[config.mk]
export PLATFORM = sky130hd
export DESIGN_NAME = asba_ctrl
export DESIGN_NICKNAME = d
export VERILOG_FILES = /design/src/verilog/asba_pkg.sv /design/src/verilog/asba_counter.sv /design/src/verilog/asba_ctrl.sv
export SDC_FILE = /design/constraint.sdc
export NUM_CORES = 1
export LEC_CHECK = 0
export BUFFER_PORTS_ARGS = -buffer_cell sky130_fd_sc_hd__buf_2
export CORE_ASPECT_RATIO = 1.1
export CORE_UTILIZATION = 31
export CTS_BUF_LIST = sky130_fd_sc_hd__clkbuf_8
export DETAILED_ROUTE_END_ITERATION = 8
export PLACE_DENSITY = 0.57
export SLEW_MARGIN = 20
export SYNTH_ARGS = -nofsm -noshare
export SYNTH_HDL_FRONTEND = slang
export SYNTH_HIERARCHICAL = 1
export SYNTH_SLANG_ARGS = --single-unit
[constraint.sdc]
create_clock -name clk -period 3.51 [get_ports clk]
set_input_delay 0.351 -clock clk [delete_from_list [all_inputs] [get_ports clk]]
set_output_delay 0.351 -clock clk [all_outputs]
set_load 0.05 [all_outputs]
[src/verilog/asba_pkg.sv]
package asba_pkg;
  localparam int unsigned CLK_PERIOD_PS = 4000;
  localparam int unsigned ADDR_W = 20;
  localparam int unsigned DATA_W = 16;
  // power-up wait, 1 ms
  localparam longint unsigned POWER_WAIT_PS = 64'd1000000000;
  localparam int unsigned POWER_WAIT_CYC = int'((POWER_WAIT_PS + CLK_PERIOD_PS - 1) / CLK_PERIOD_PS);
  // write, read and float timing, ps
  localparam int unsigned WRITE_TO_FLOAT_DELAY_PS = 5000;
  localparam int unsigned DATA_SETUP_TIME_PS = 5500;
  localparam int unsigned WE_PULSE_PS = 7000;
  localparam int unsigned READ_CYCLE_PS = 10000;
  localparam int unsigned FLOAT_PS = 5000;
  // cycle counts, least times round up
  localparam int unsigned WR_MIN_PS = (WRITE_TO_FLOAT_DELAY_PS + DATA_SETUP_TIME_PS) > WE_PULSE_PS ?
                                      (WRITE_TO_FLOAT_DELAY_PS + DATA_SETUP_TIME_PS) : WE_PULSE_PS;
  localparam int unsigned WR_CYC = (WR_MIN_PS + CLK_PERIOD_PS - 1) / CLK_PERIOD_PS;
  localparam int unsigned RD_CYC = (READ_CYCLE_PS + CLK_PERIOD_PS - 1) / CLK_PERIOD_PS;
  localparam int unsigned FLOAT_CYC = (FLOAT_PS + CLK_PERIOD_PS - 1) / CLK_PERIOD_PS;
  localparam logic [7:0] WR_CYC_8 = 8'(WR_CYC);
  localparam logic [7:0] RD_CYC_8 = 8'(RD_CYC);
  localparam logic [7:0] FLOAT_CYC_8 = 8'(FLOAT_CYC);
  localparam int unsigned CNT_W = 20;
  // controller states
  typedef enum logic [2:0] {
    ASBA_POWER = 3'b000,
    ASBA_IDLE = 3'b001,
    ASBA_RD = 3'b010,
    ASBA_WR = 3'b011,
    ASBA_WR_END = 3'b100,
    ASBA_TURN = 3'b101
  } asba_state_t;
endpackage : asba_pkg

[src/verilog/asba_counter.sv]
`timescale 1ns/100ps
// down counter: loads a value, then counts to zero
module asba_counter #(
  parameter int unsigned W = 8
) (
  // clock and reset
  input wire logic clk,
  input wire logic rst_n,
  // control
  input wire logic load,
  input wire logic [W-1:0] load_value,
  // status
  output logic zero
);
  logic [W-1:0] count;
  logic [W-1:0] next_count;

  // load wins; otherwise step down and stop at zero
  always_comb begin
    next_count = count;
    if (load) begin
      next_count = load_value;
    end else if (count != '0) begin
      next_count = count - W'(1);
    end
  end

  always_ff @(posedge clk or negedge rst_n) begin
    if (!rst_n) begin
      count <= '0;
    end else begin
      count <= next_count;
    end
  end

  assign zero = (count == '0);
endmodule : asba_counter

[src/verilog/asba_ctrl.sv]
`timescale 1ns/100ps
// host controller for a 1M x 16 asynchronous static memory
module asba_ctrl #(
  parameter int unsigned POWER_WAIT = asba_pkg::POWER_WAIT_CYC
) (
  // clock and reset
  input wire logic clk,
  input wire logic rst_n,
  // user request
  input wire logic req_valid,
  output logic req_ready,
  input wire logic req_write,
  input wire logic [asba_pkg::ADDR_W-1:0] req_addr,
  input wire logic [asba_pkg::DATA_W-1:0] req_wdata,
  input wire logic [1:0] req_lanes,
  // user answer
  output logic rsp_valid,
  output logic [asba_pkg::DATA_W-1:0] rsp_rdata,
  // memory pins
  output logic chip_select_n,
  output logic chip_select,
  output logic output_drive_n,
  output logic write_strobe_n,
  output logic low_byte_select_n,
  output logic high_byte_select_n,
  output logic [asba_pkg::ADDR_W-1:0] mem_addr,
  input wire logic [asba_pkg::DATA_W-1:0] mem_data_in,
  output logic [asba_pkg::DATA_W-1:0] mem_data_out,
  output logic mem_data_oe
);
  // ----------------------------------------
  // state
  // ----------------------------------------
  asba_pkg::asba_state_t state;
  asba_pkg::asba_state_t next_state;
  logic [asba_pkg::CNT_W-1:0] power_count;
  logic [asba_pkg::CNT_W-1:0] next_power_count;
  logic [asba_pkg::ADDR_W-1:0] next_mem_addr;
  logic [asba_pkg::DATA_W-1:0] next_mem_data_out;
  logic [asba_pkg::DATA_W-1:0] next_rsp_rdata;
  logic next_rsp_valid;
  logic [1:0] lanes_n;
  logic [1:0] next_lanes_n;
  logic chip_sel_act;
  logic next_chip_sel_act;
  logic we_act;
  logic next_we_act;
  logic oe_act;
  logic next_oe_act;
  logic drive;
  logic next_drive;
  logic timer_load;
  logic [7:0] timer_value;
  logic timer_zero;

  // ----------------------------------------
  // phase timer
  // ----------------------------------------
  asba_counter #(.W(8)) u_timer (
    .clk(clk),
    .rst_n(rst_n),
    .load(timer_load),
    .load_value(timer_value),
    .zero(timer_zero)
  );

  assign req_ready = (state == asba_pkg::ASBA_IDLE);

  // sequencer: each access holds its strobes for whole timer periods
  always_comb begin
    next_state = state;
    next_power_count = power_count;
    next_mem_addr = mem_addr;
    next_mem_data_out = mem_data_out;
    next_rsp_rdata = rsp_rdata;
    next_rsp_valid = 1'b0;
    next_lanes_n = lanes_n;
    next_chip_sel_act = chip_sel_act;
    next_we_act = we_act;
    next_oe_act = oe_act;
    next_drive = drive;
    timer_load = 1'b0;
    timer_value = 8'h00;
    unique case (state)
      asba_pkg::ASBA_POWER: begin
        // no access until the supply has settled
        if (power_count == asba_pkg::CNT_W'(POWER_WAIT - 1)) begin
          next_state = asba_pkg::ASBA_IDLE;
        end else begin
          next_power_count = power_count + asba_pkg::CNT_W'(1);
        end
      end
      asba_pkg::ASBA_IDLE: begin
        if (req_valid && req_lanes != 2'b00) begin
          // address set up together with chip selects, never after
          next_mem_addr = req_addr;
          next_lanes_n = ~req_lanes;
          next_chip_sel_act = 1'b1;
          timer_load = 1'b1;
          if (req_write) begin
            next_mem_data_out = req_wdata;
            next_we_act = 1'b1;
            next_drive = 1'b1;
            next_state = asba_pkg::ASBA_WR;
            timer_value = asba_pkg::WR_CYC_8;
          end else begin
            next_oe_act = 1'b1;
            next_state = asba_pkg::ASBA_RD;
            timer_value = asba_pkg::RD_CYC_8;
          end
        end
      end
      asba_pkg::ASBA_RD: begin
        if (timer_zero) begin
          next_rsp_rdata = mem_data_in;
          next_rsp_valid = 1'b1;
          next_chip_sel_act = 1'b0;
          next_oe_act = 1'b0;
          next_lanes_n = 2'b11;
          timer_load = 1'b1;
          timer_value = asba_pkg::FLOAT_CYC_8;
          next_state = asba_pkg::ASBA_TURN;
        end
      end
      asba_pkg::ASBA_WR: begin
        // write strobe alone ends the write; data stays one more cycle
        if (timer_zero) begin
          next_we_act = 1'b0;
          next_state = asba_pkg::ASBA_WR_END;
        end
      end
      asba_pkg::ASBA_WR_END: begin
        next_drive = 1'b0;
        next_chip_sel_act = 1'b0;
        next_lanes_n = 2'b11;
        next_rsp_valid = 1'b1;
        next_state = asba_pkg::ASBA_IDLE;
      end
      asba_pkg::ASBA_TURN: begin
        // memory output float time before anyone drives again
        if (timer_zero) begin
          next_state = asba_pkg::ASBA_IDLE;
        end
      end
      default: begin
        next_state = asba_pkg::ASBA_POWER;
      end
    endcase
  end

  always_ff @(posedge clk or negedge rst_n) begin
    if (!rst_n) begin
      state <= asba_pkg::ASBA_POWER;
      power_count <= '0;
      mem_addr <= '0;
      mem_data_out <= '0;
      rsp_rdata <= '0;
      rsp_valid <= 1'b0;
      lanes_n <= 2'b11;
      chip_sel_act <= 1'b0;
      we_act <= 1'b0;
      oe_act <= 1'b0;
      drive <= 1'b0;
    end else begin
      state <= next_state;
      power_count <= next_power_count;
      mem_addr <= next_mem_addr;
      mem_data_out <= next_mem_data_out;
      rsp_rdata <= next_rsp_rdata;
      rsp_valid <= next_rsp_valid;
      lanes_n <= next_lanes_n;
      chip_sel_act <= next_chip_sel_act;
      we_act <= next_we_act;
      oe_act <= next_oe_act;
      drive <= next_drive;
    end
  end

  // pins straight from flip-flops, so no glitches reach the memory
  assign chip_select_n = ~chip_sel_act;
  assign chip_select = chip_sel_act;
  assign write_strobe_n = ~we_act;
  assign output_drive_n = ~oe_act;
  assign low_byte_select_n = lanes_n[0];
  assign high_byte_select_n = lanes_n[1];
  assign mem_data_oe = drive;

  // ----------------------------------------
  // assertions
  // ----------------------------------------
  property p_no_early_access;
    @(posedge clk) disable iff (!rst_n) (state == asba_pkg::ASBA_POWER) |-> !chip_sel_act;
  endproperty
  a_no_early_access: assert property (p_no_early_access) else $error("access during power wait");

  property p_write_start;
    @(posedge clk) disable iff (!rst_n) $rose(we_act) |-> chip_sel_act && (lanes_n != 2'b11);
  endproperty
  a_write_start: assert property (p_write_start) else $error("write started without select");

  property p_write_length;
    @(posedge clk) disable iff (!rst_n) $rose(we_act) |-> we_act [*3];
  endproperty
  a_write_length: assert property (p_write_length) else $error("write pulse too short");

  property p_data_hold;
    @(posedge clk) disable iff (!rst_n) $fell(we_act) |-> drive && $stable(mem_data_out);
  endproperty
  a_data_hold: assert property (p_data_hold) else $error("data dropped at write end");

  property p_no_contention;
    @(posedge clk) disable iff (!rst_n) oe_act |-> !drive && !we_act;
  endproperty
  a_no_contention: assert property (p_no_contention) else $error("bus driven during read");

  property p_read_we_high;
    @(posedge clk) disable iff (!rst_n) (state == asba_pkg::ASBA_RD) |-> write_strobe_n;
  endproperty
  a_read_we_high: assert property (p_read_we_high) else $error("strobe low in read");

  property p_addr_stable;
    @(posedge clk) disable iff (!rst_n) chip_sel_act && $past(chip_sel_act) |-> $stable(mem_addr);
  endproperty
  a_addr_stable: assert property (p_addr_stable) else $error("address moved while selected");

  property p_turnaround;
    @(posedge clk) disable iff (!rst_n) $fell(oe_act) |-> !drive [*2];
  endproperty
  a_turnaround: assert property (p_turnaround) else $error("drive too soon after read");

  property p_read_answer;
    @(posedge clk) disable iff (!rst_n) $rose(oe_act) |-> ##[3:4] rsp_valid;
  endproperty
  a_read_answer: assert property (p_read_answer) else $error("read answer late");

  c_read: cover property (@(posedge clk) disable iff (!rst_n) $rose(oe_act) ##[1:8] rsp_valid);
  c_write: cover property (@(posedge clk) disable iff (!rst_n) $fell(we_act) ##1 rsp_valid);
  c_low_only: cover property (@(posedge clk) disable iff (!rst_n) we_act && lanes_n == 2'b10);
endmodule : asba_ctrl

== Yosys cells after proc, flatten, opt, wreduce, memory -nomap -nowiden ==
Index checks and enable logic that the tools add are counted.

* Bits in writable memories: 0
* Memories kept: 0
* Bits in latches: 0
* Output and inout port bits: 61
* Register bits: 90
* Logic and storage cells: 80
* Input bits: 58
* Memory bits (read-only): 0

* Mux-type cells: 29
* $mul: 0
* Shifts and indexed selects: 0
* Bitwise operators: 5
* Magnitude comparators: 0
* Divide/modulo/power cells: 0
* $add $sub $neg: 2
* Reduce and logical (&&, ||, !) cells: 19
* Eq/ne operators: 13

{| class="wikitable"
|+ Operator list
! kind !! number
|-
| $add A20 B1 Y20 const B || 1
|-
| $eq A20 B18 Y1 const B || 1
|-
| $pmux W3 S6 || 1
|-
| $mux W8 || 2
|-
| $mux W3 || 5
|-
| $ne A2 B2 Y1 const B || 5
|-
| $pmux W1 S2 || 5
|-
| $reduce_bool A2 Y1 || 5
|-
| $mux W1 || 9
|-
| $reduce_and A3 Y1 || 3
|-
| $logic_not A8 Y1 || 1
|-
| $mux W2 || 4
|-
| $reduce_and A4 Y1 || 2
|-
| $reduce_bool A8 Y1 || 1
|-
| $sub A8 B1 Y8 const B || 1
|-
| $eq A3 B2 Y1 const B || 2
|-
| $eq A3 B3 Y1 const B || 2
|-
| $pmux W2 S3 || 1
|-
| $reduce_and A2 Y1 || 3
|-
| $reduce_and A5 Y1 || 1
|-
| $ne A2 B1 Y1 const B || 2
|-
| $not A1 Y1 || 4
|-
| $pmux W2 S2 || 1
|-
| $eq A3 B1 Y1 const B || 1
|-
| 5 further kinds || 5
|}

== Logic depth before layout (Yosys ltp) ==
* Depth after elaboration: 5
* Mapped depth: 11

== Modules after synthesis ==
Netlist, hierarchy kept.

{| class="wikitable"
|+ By module, submodules not included
! module !! seq. area each (um2) !! cells an instance !! area each (um2) !! instances
|-
| asba_ctrl || 2054.5 || 283 || 3398.3 || 1
|-
| asba_counter || 200.2 || 54 || 476.7 || 1
|}

== Least setup slack after synthesis ==
Ideal clock, no wire load.

* Path type: flip-flop to flip-flop
* From: reg u_timer.count[0]
* To: reg u_timer.count[4]
* Arrival time: 2.701 ns
* Data required time: 3.431 ns
* Cell stages (with the launch flop): 12
* Slack: 0.729 ns
* Clock period less this slack: 2.781 ns
* Library setup time: 0.079 ns
* Buffers on the path: 2
* Cells stage by stage: dfrtp_1 > inv_1 > ha_1 > or3b_1 > clkbuf_2 > nor2_1 > nand2_1 > or2_2 > o21ai_0 > dlygate4sd1_1 > a21oi_1 > a2bb2oi_1

* Cells in the longest elaborated chain, start to end: 4

{| class="wikitable"
|+ RTL lines
! what !! line !! source
|-
| from (decl) || asba_counter.sv:15 || <nowiki>logic [W-1:0] count;</nowiki>
|-
| from (signal assigned) || asba_counter.sv:32 || <nowiki>count <= next_count;</nowiki>
|-
| $logic_not A8 Y1 (*) || asba_counter.sv:36 || <nowiki>assign zero = (count == '0);</nowiki>
|-
| named net timer_zero || asba_ctrl.sv:54 || <nowiki>logic timer_zero;</nowiki>
|-
| $mux W1 (*) || asba_ctrl.sv:114 || <nowiki>if (timer_zero) begin</nowiki>
|-
| $pmux W1 S2 (*) || asba_ctrl.sv:84 || <nowiki>unique case (state)</nowiki>
|-
| named net timer_load || asba_ctrl.sv:52 || <nowiki>logic timer_load;</nowiki>
|-
| $mux W8 / $reduce_bool A2 Y1 (equally long branches) || -- ||
|}

Mark *: on every way through the listed nets, which the timed path passes. The rest lies on a longest branch. The select of a mux whose other input is x is not followed.
A chain may end at the register's enable or synchronous reset.

== Final worst setup path ==
* From: reg u_timer.count[0]
* To: reg u_timer.count[6]

Same word-level chain as after synthesis.

==> flow_summary.json <==
{
  "hpwl_mm": 5.88,
  "crit_arrival_ns": 3.32,
  "rsz0062_at_grt": "false",
  "drc": 0,
  "finalPower_w": 0.00452,
  "die_width_um": 109,
  "synth-edff-count": 0,
  "async_flop_share": 1.00,
  "cts_tree": "done",
  "netlist_area_um2": 3870,
  "grtUsageTotal": 0.132,
  "first_iter_violations": 138,
  "drive_gt1_frac": 0.385,
  "placed_area_um2": 4630,
  "p_int_w": 0.00233,
  "netlist.area_leader.share": 0.568,
  "die_y_um": 119,
  "tns_ns": 0,
  "leakage_nw": 2.49,
  "synth-seq-area-share": 0.582,
  "finalWorstSetupSlack_ns": 0.413,
  "synth_cell_types": 52,
  "fmax_ghz": 0.323,
  "cts_sinks": 90,
  "placeableCoreArea_um2": 12100,
  "vdd_ir_drop_max_uv": 436,
  "setup_viol": 0,
  "finalNetCount": 523,
  "yosysWarningCount": 6,
  "finalCritPeriodShare": 0.882,
  "cap_violations": 0,
  "place.gp.congestion": 0.839,
  "portBuffers": 118,
  "hp-class": "input port to async pin",
  "post-cts-setup-buffer-count": 0,
  "required_ns": 3.73,
  "vias": 2879,
  "start_util": 0.321,
  "clock_skew_ns": 0.00654,
  "grt_start_max_net_pins": 72,
  "ioPinCount": 119,
  "powerDensity_nw_per_um2": 939,
  "worst_pin_slew_ns": 0.910,
  "status": "finished clean",
  "path_max_fanout": 7,
  "die_area_um2": 13000,
  "p_switching_w": 0.00219,
  "power_frac_comb": 0.477,
  "grt_pass1_wl_mm": 13.5,
  "vias_per_cell": 4.63,
  "final_cell_mix": "buf_2, dfrtp_1, nand2_1",
  "wl_mm": 8.19,
  "pwr-share-clk": 0.147,
  "multi_input_area_um2": 1540,
  "critPathLaunchType": "flop",
  "holdBufCountCts": 0,
  "drv_slew": 0,
  "power_frac_seq": 0.376,
  "syn_area_per_cell_um2": 11.5,
  "cts_made_buffers": 9,
  "synth_ff_type": "dfrtp_1",
  "path_class": "flop to flop",
  "fin_util": 0.399,
  "endpoint_kind": "flop",
  "seq_area_um2": 2250,
  "ant_nets": 0,
  "clk_latency_ns": 0.35,
  "clockBufferDepth": 2,
  "htree_levels": 3,
  "diodes": 0,
  "finalHoldViolations": 0,
  "grt-ovfl-total": 0,
  "post-route-min-period_ns": 3.10,
  "yosysTopAreaCell": "dfrtp_1",
  "clk_pin_slew_ns": 0.08,
  "finalInstanceArea_um2": 4820,
  "grt_pass1_vias": 2724,
  "fp-row-count": 42,
  "antenna_found_initial": 0,
  "ys_ff_latch": 90,
  "synth.area.top_cells": "dfrtp_1, mux2_2, nand2_1, xnor2_1, mux2_4",
  "wl_per_cell_um": 13.2,
  "netlist_instances": 337,
  "relSlewSlack": 0.393,
  "pre_cts_ws_ns": 0.421,
  "drt-pass1-iter-count": 4,
  "area_growth_pct": 24.3,
  "cts.repair.resized": 0,
  "swShare": 0.485,
  "final_common_cell": "buf_2",
  "fillCellCount": 1208,
  "root_buffer": "clkbuf_8"
}
==> kinds of logic after synthesis <==
family                   synth area share
multiplexers                        0.104
AO/OA/AOI/OAI                      0.0565
AND/OR/NAND/NOR                     0.182
flip-flops                          0.582
other                            0.000968
adder cells (fa/ha/maj)           0.00646
buffers and inverters              0.0255
XOR/XNOR                           0.0429
==> per-layer routing <==
metal	vias to the layer above	share of wire	global-route usage	wire length (um)
met5	-	0	0	0
met4	0	0.014	0.0431	112
met3	14	0.064	0.0356	525
met2	102	0.47	0.206	3830
met1	1359	0.46	0.176	3730
li1	1404	-	-	-
==> power by group through the flow <==
stage	Sequential, W	Combinational, W	Clock, W
after global routing	0.00176	0.00229	0.000741
final	0.00170	0.00216	0.000664
after floorplan	0.00270	0.000679	0
after detailed placement	0.00172	0.00217	0
after global placement	0.00170	0.00216	0
after CTS	0.00170	0.00218	0.000700
==> registers in the layout, indices dropped and copies added, names as in the netlist, 2 cells and up <==
name	count
lanes_n	2
mem_addr	20
mem_data_out	16
power_count	20
rsp_rdata	16
state	3
u_timer/count	8
==> path summary, 6_finish.rpt <==
| path | startpoint | to | slack, ns | depth (start not counted) |
|---|---|---|---|---|
| setup / recovery | u_timer/count[0]$_DFFE_PN0P_ | u_timer/count[6]$_DFFE_PN0P_ | 0.41 | 10 |
| setup reg to reg | u_timer/count[0]$_DFFE_PN0P_ | u_timer/count[6]$_DFFE_PN0P_ | 0.41 | 10 |
| hold / removal | rst_n | mem_addr[18]$_DFFE_PN0P_ | 0.11 | 1 |
| max in group asynchronous | rst_n | power_count[8]$_DFFE_PN0P_ | 2.54 | 2 |
| hold reg to reg | power_count[19]$_DFFE_PN0P_ | power_count[19]$_DFFE_PN0P_ | 0.47 | 1 |
| min in group clk | req_lanes[1] | lanes_n[1]$_DFFE_PN1P_ | 0.16 | 2 |
==> per-stage QoR <==
stage / std cells / hold WS, ns
5_1_grt: 622 / 0.149
6_report: 622 / 0.113
4_1_cts: 622 / 0.137
3_3_place_gp: 606 / 0.451
3_5_place_dp: 606 / 0.455
2_1_floorplan: 342 / 0.0554
==> cell type report <==
cell class,count,area share
Tap cell,154,0.0400
Clock buffer,12,0.0343
Inverter,8,0.00649
Timing Repair Buffer,120,0.126
Clock inverter,4,0.00519
Multi-Input combinational cell,234,0.320
Sequential cell,90,0.468
==> synthesized netlist by cell type (all sizes together), types with 3 or more instances <==
library cell  count
inv               7
a21oi             5
or3               4
nor2             17
nor4              3
clkbuf            5
nand4             8
xnor2            14
o21ai            14
nand2b            5
nand2            72
o31ai             3
dfrtp            88
and4              4
nand3             9
buf               4
xor2              5
and3              3
nor3              6
mux2             33
==> critical path: stages (launching register included) <==
cell and delay, ns:
dfrtp_1 0.41, inv_1 0.09, ha_1 0.21, or3b_1 0.49, nor2_1 0.31, nand2_1 0.15, or2_2 0.37, o21ai_0 0.44
inv_1 0.22, o311ai_0 0.17, nand3_1 0.11
No activity file was read; power rests on OpenSTA's default activity.
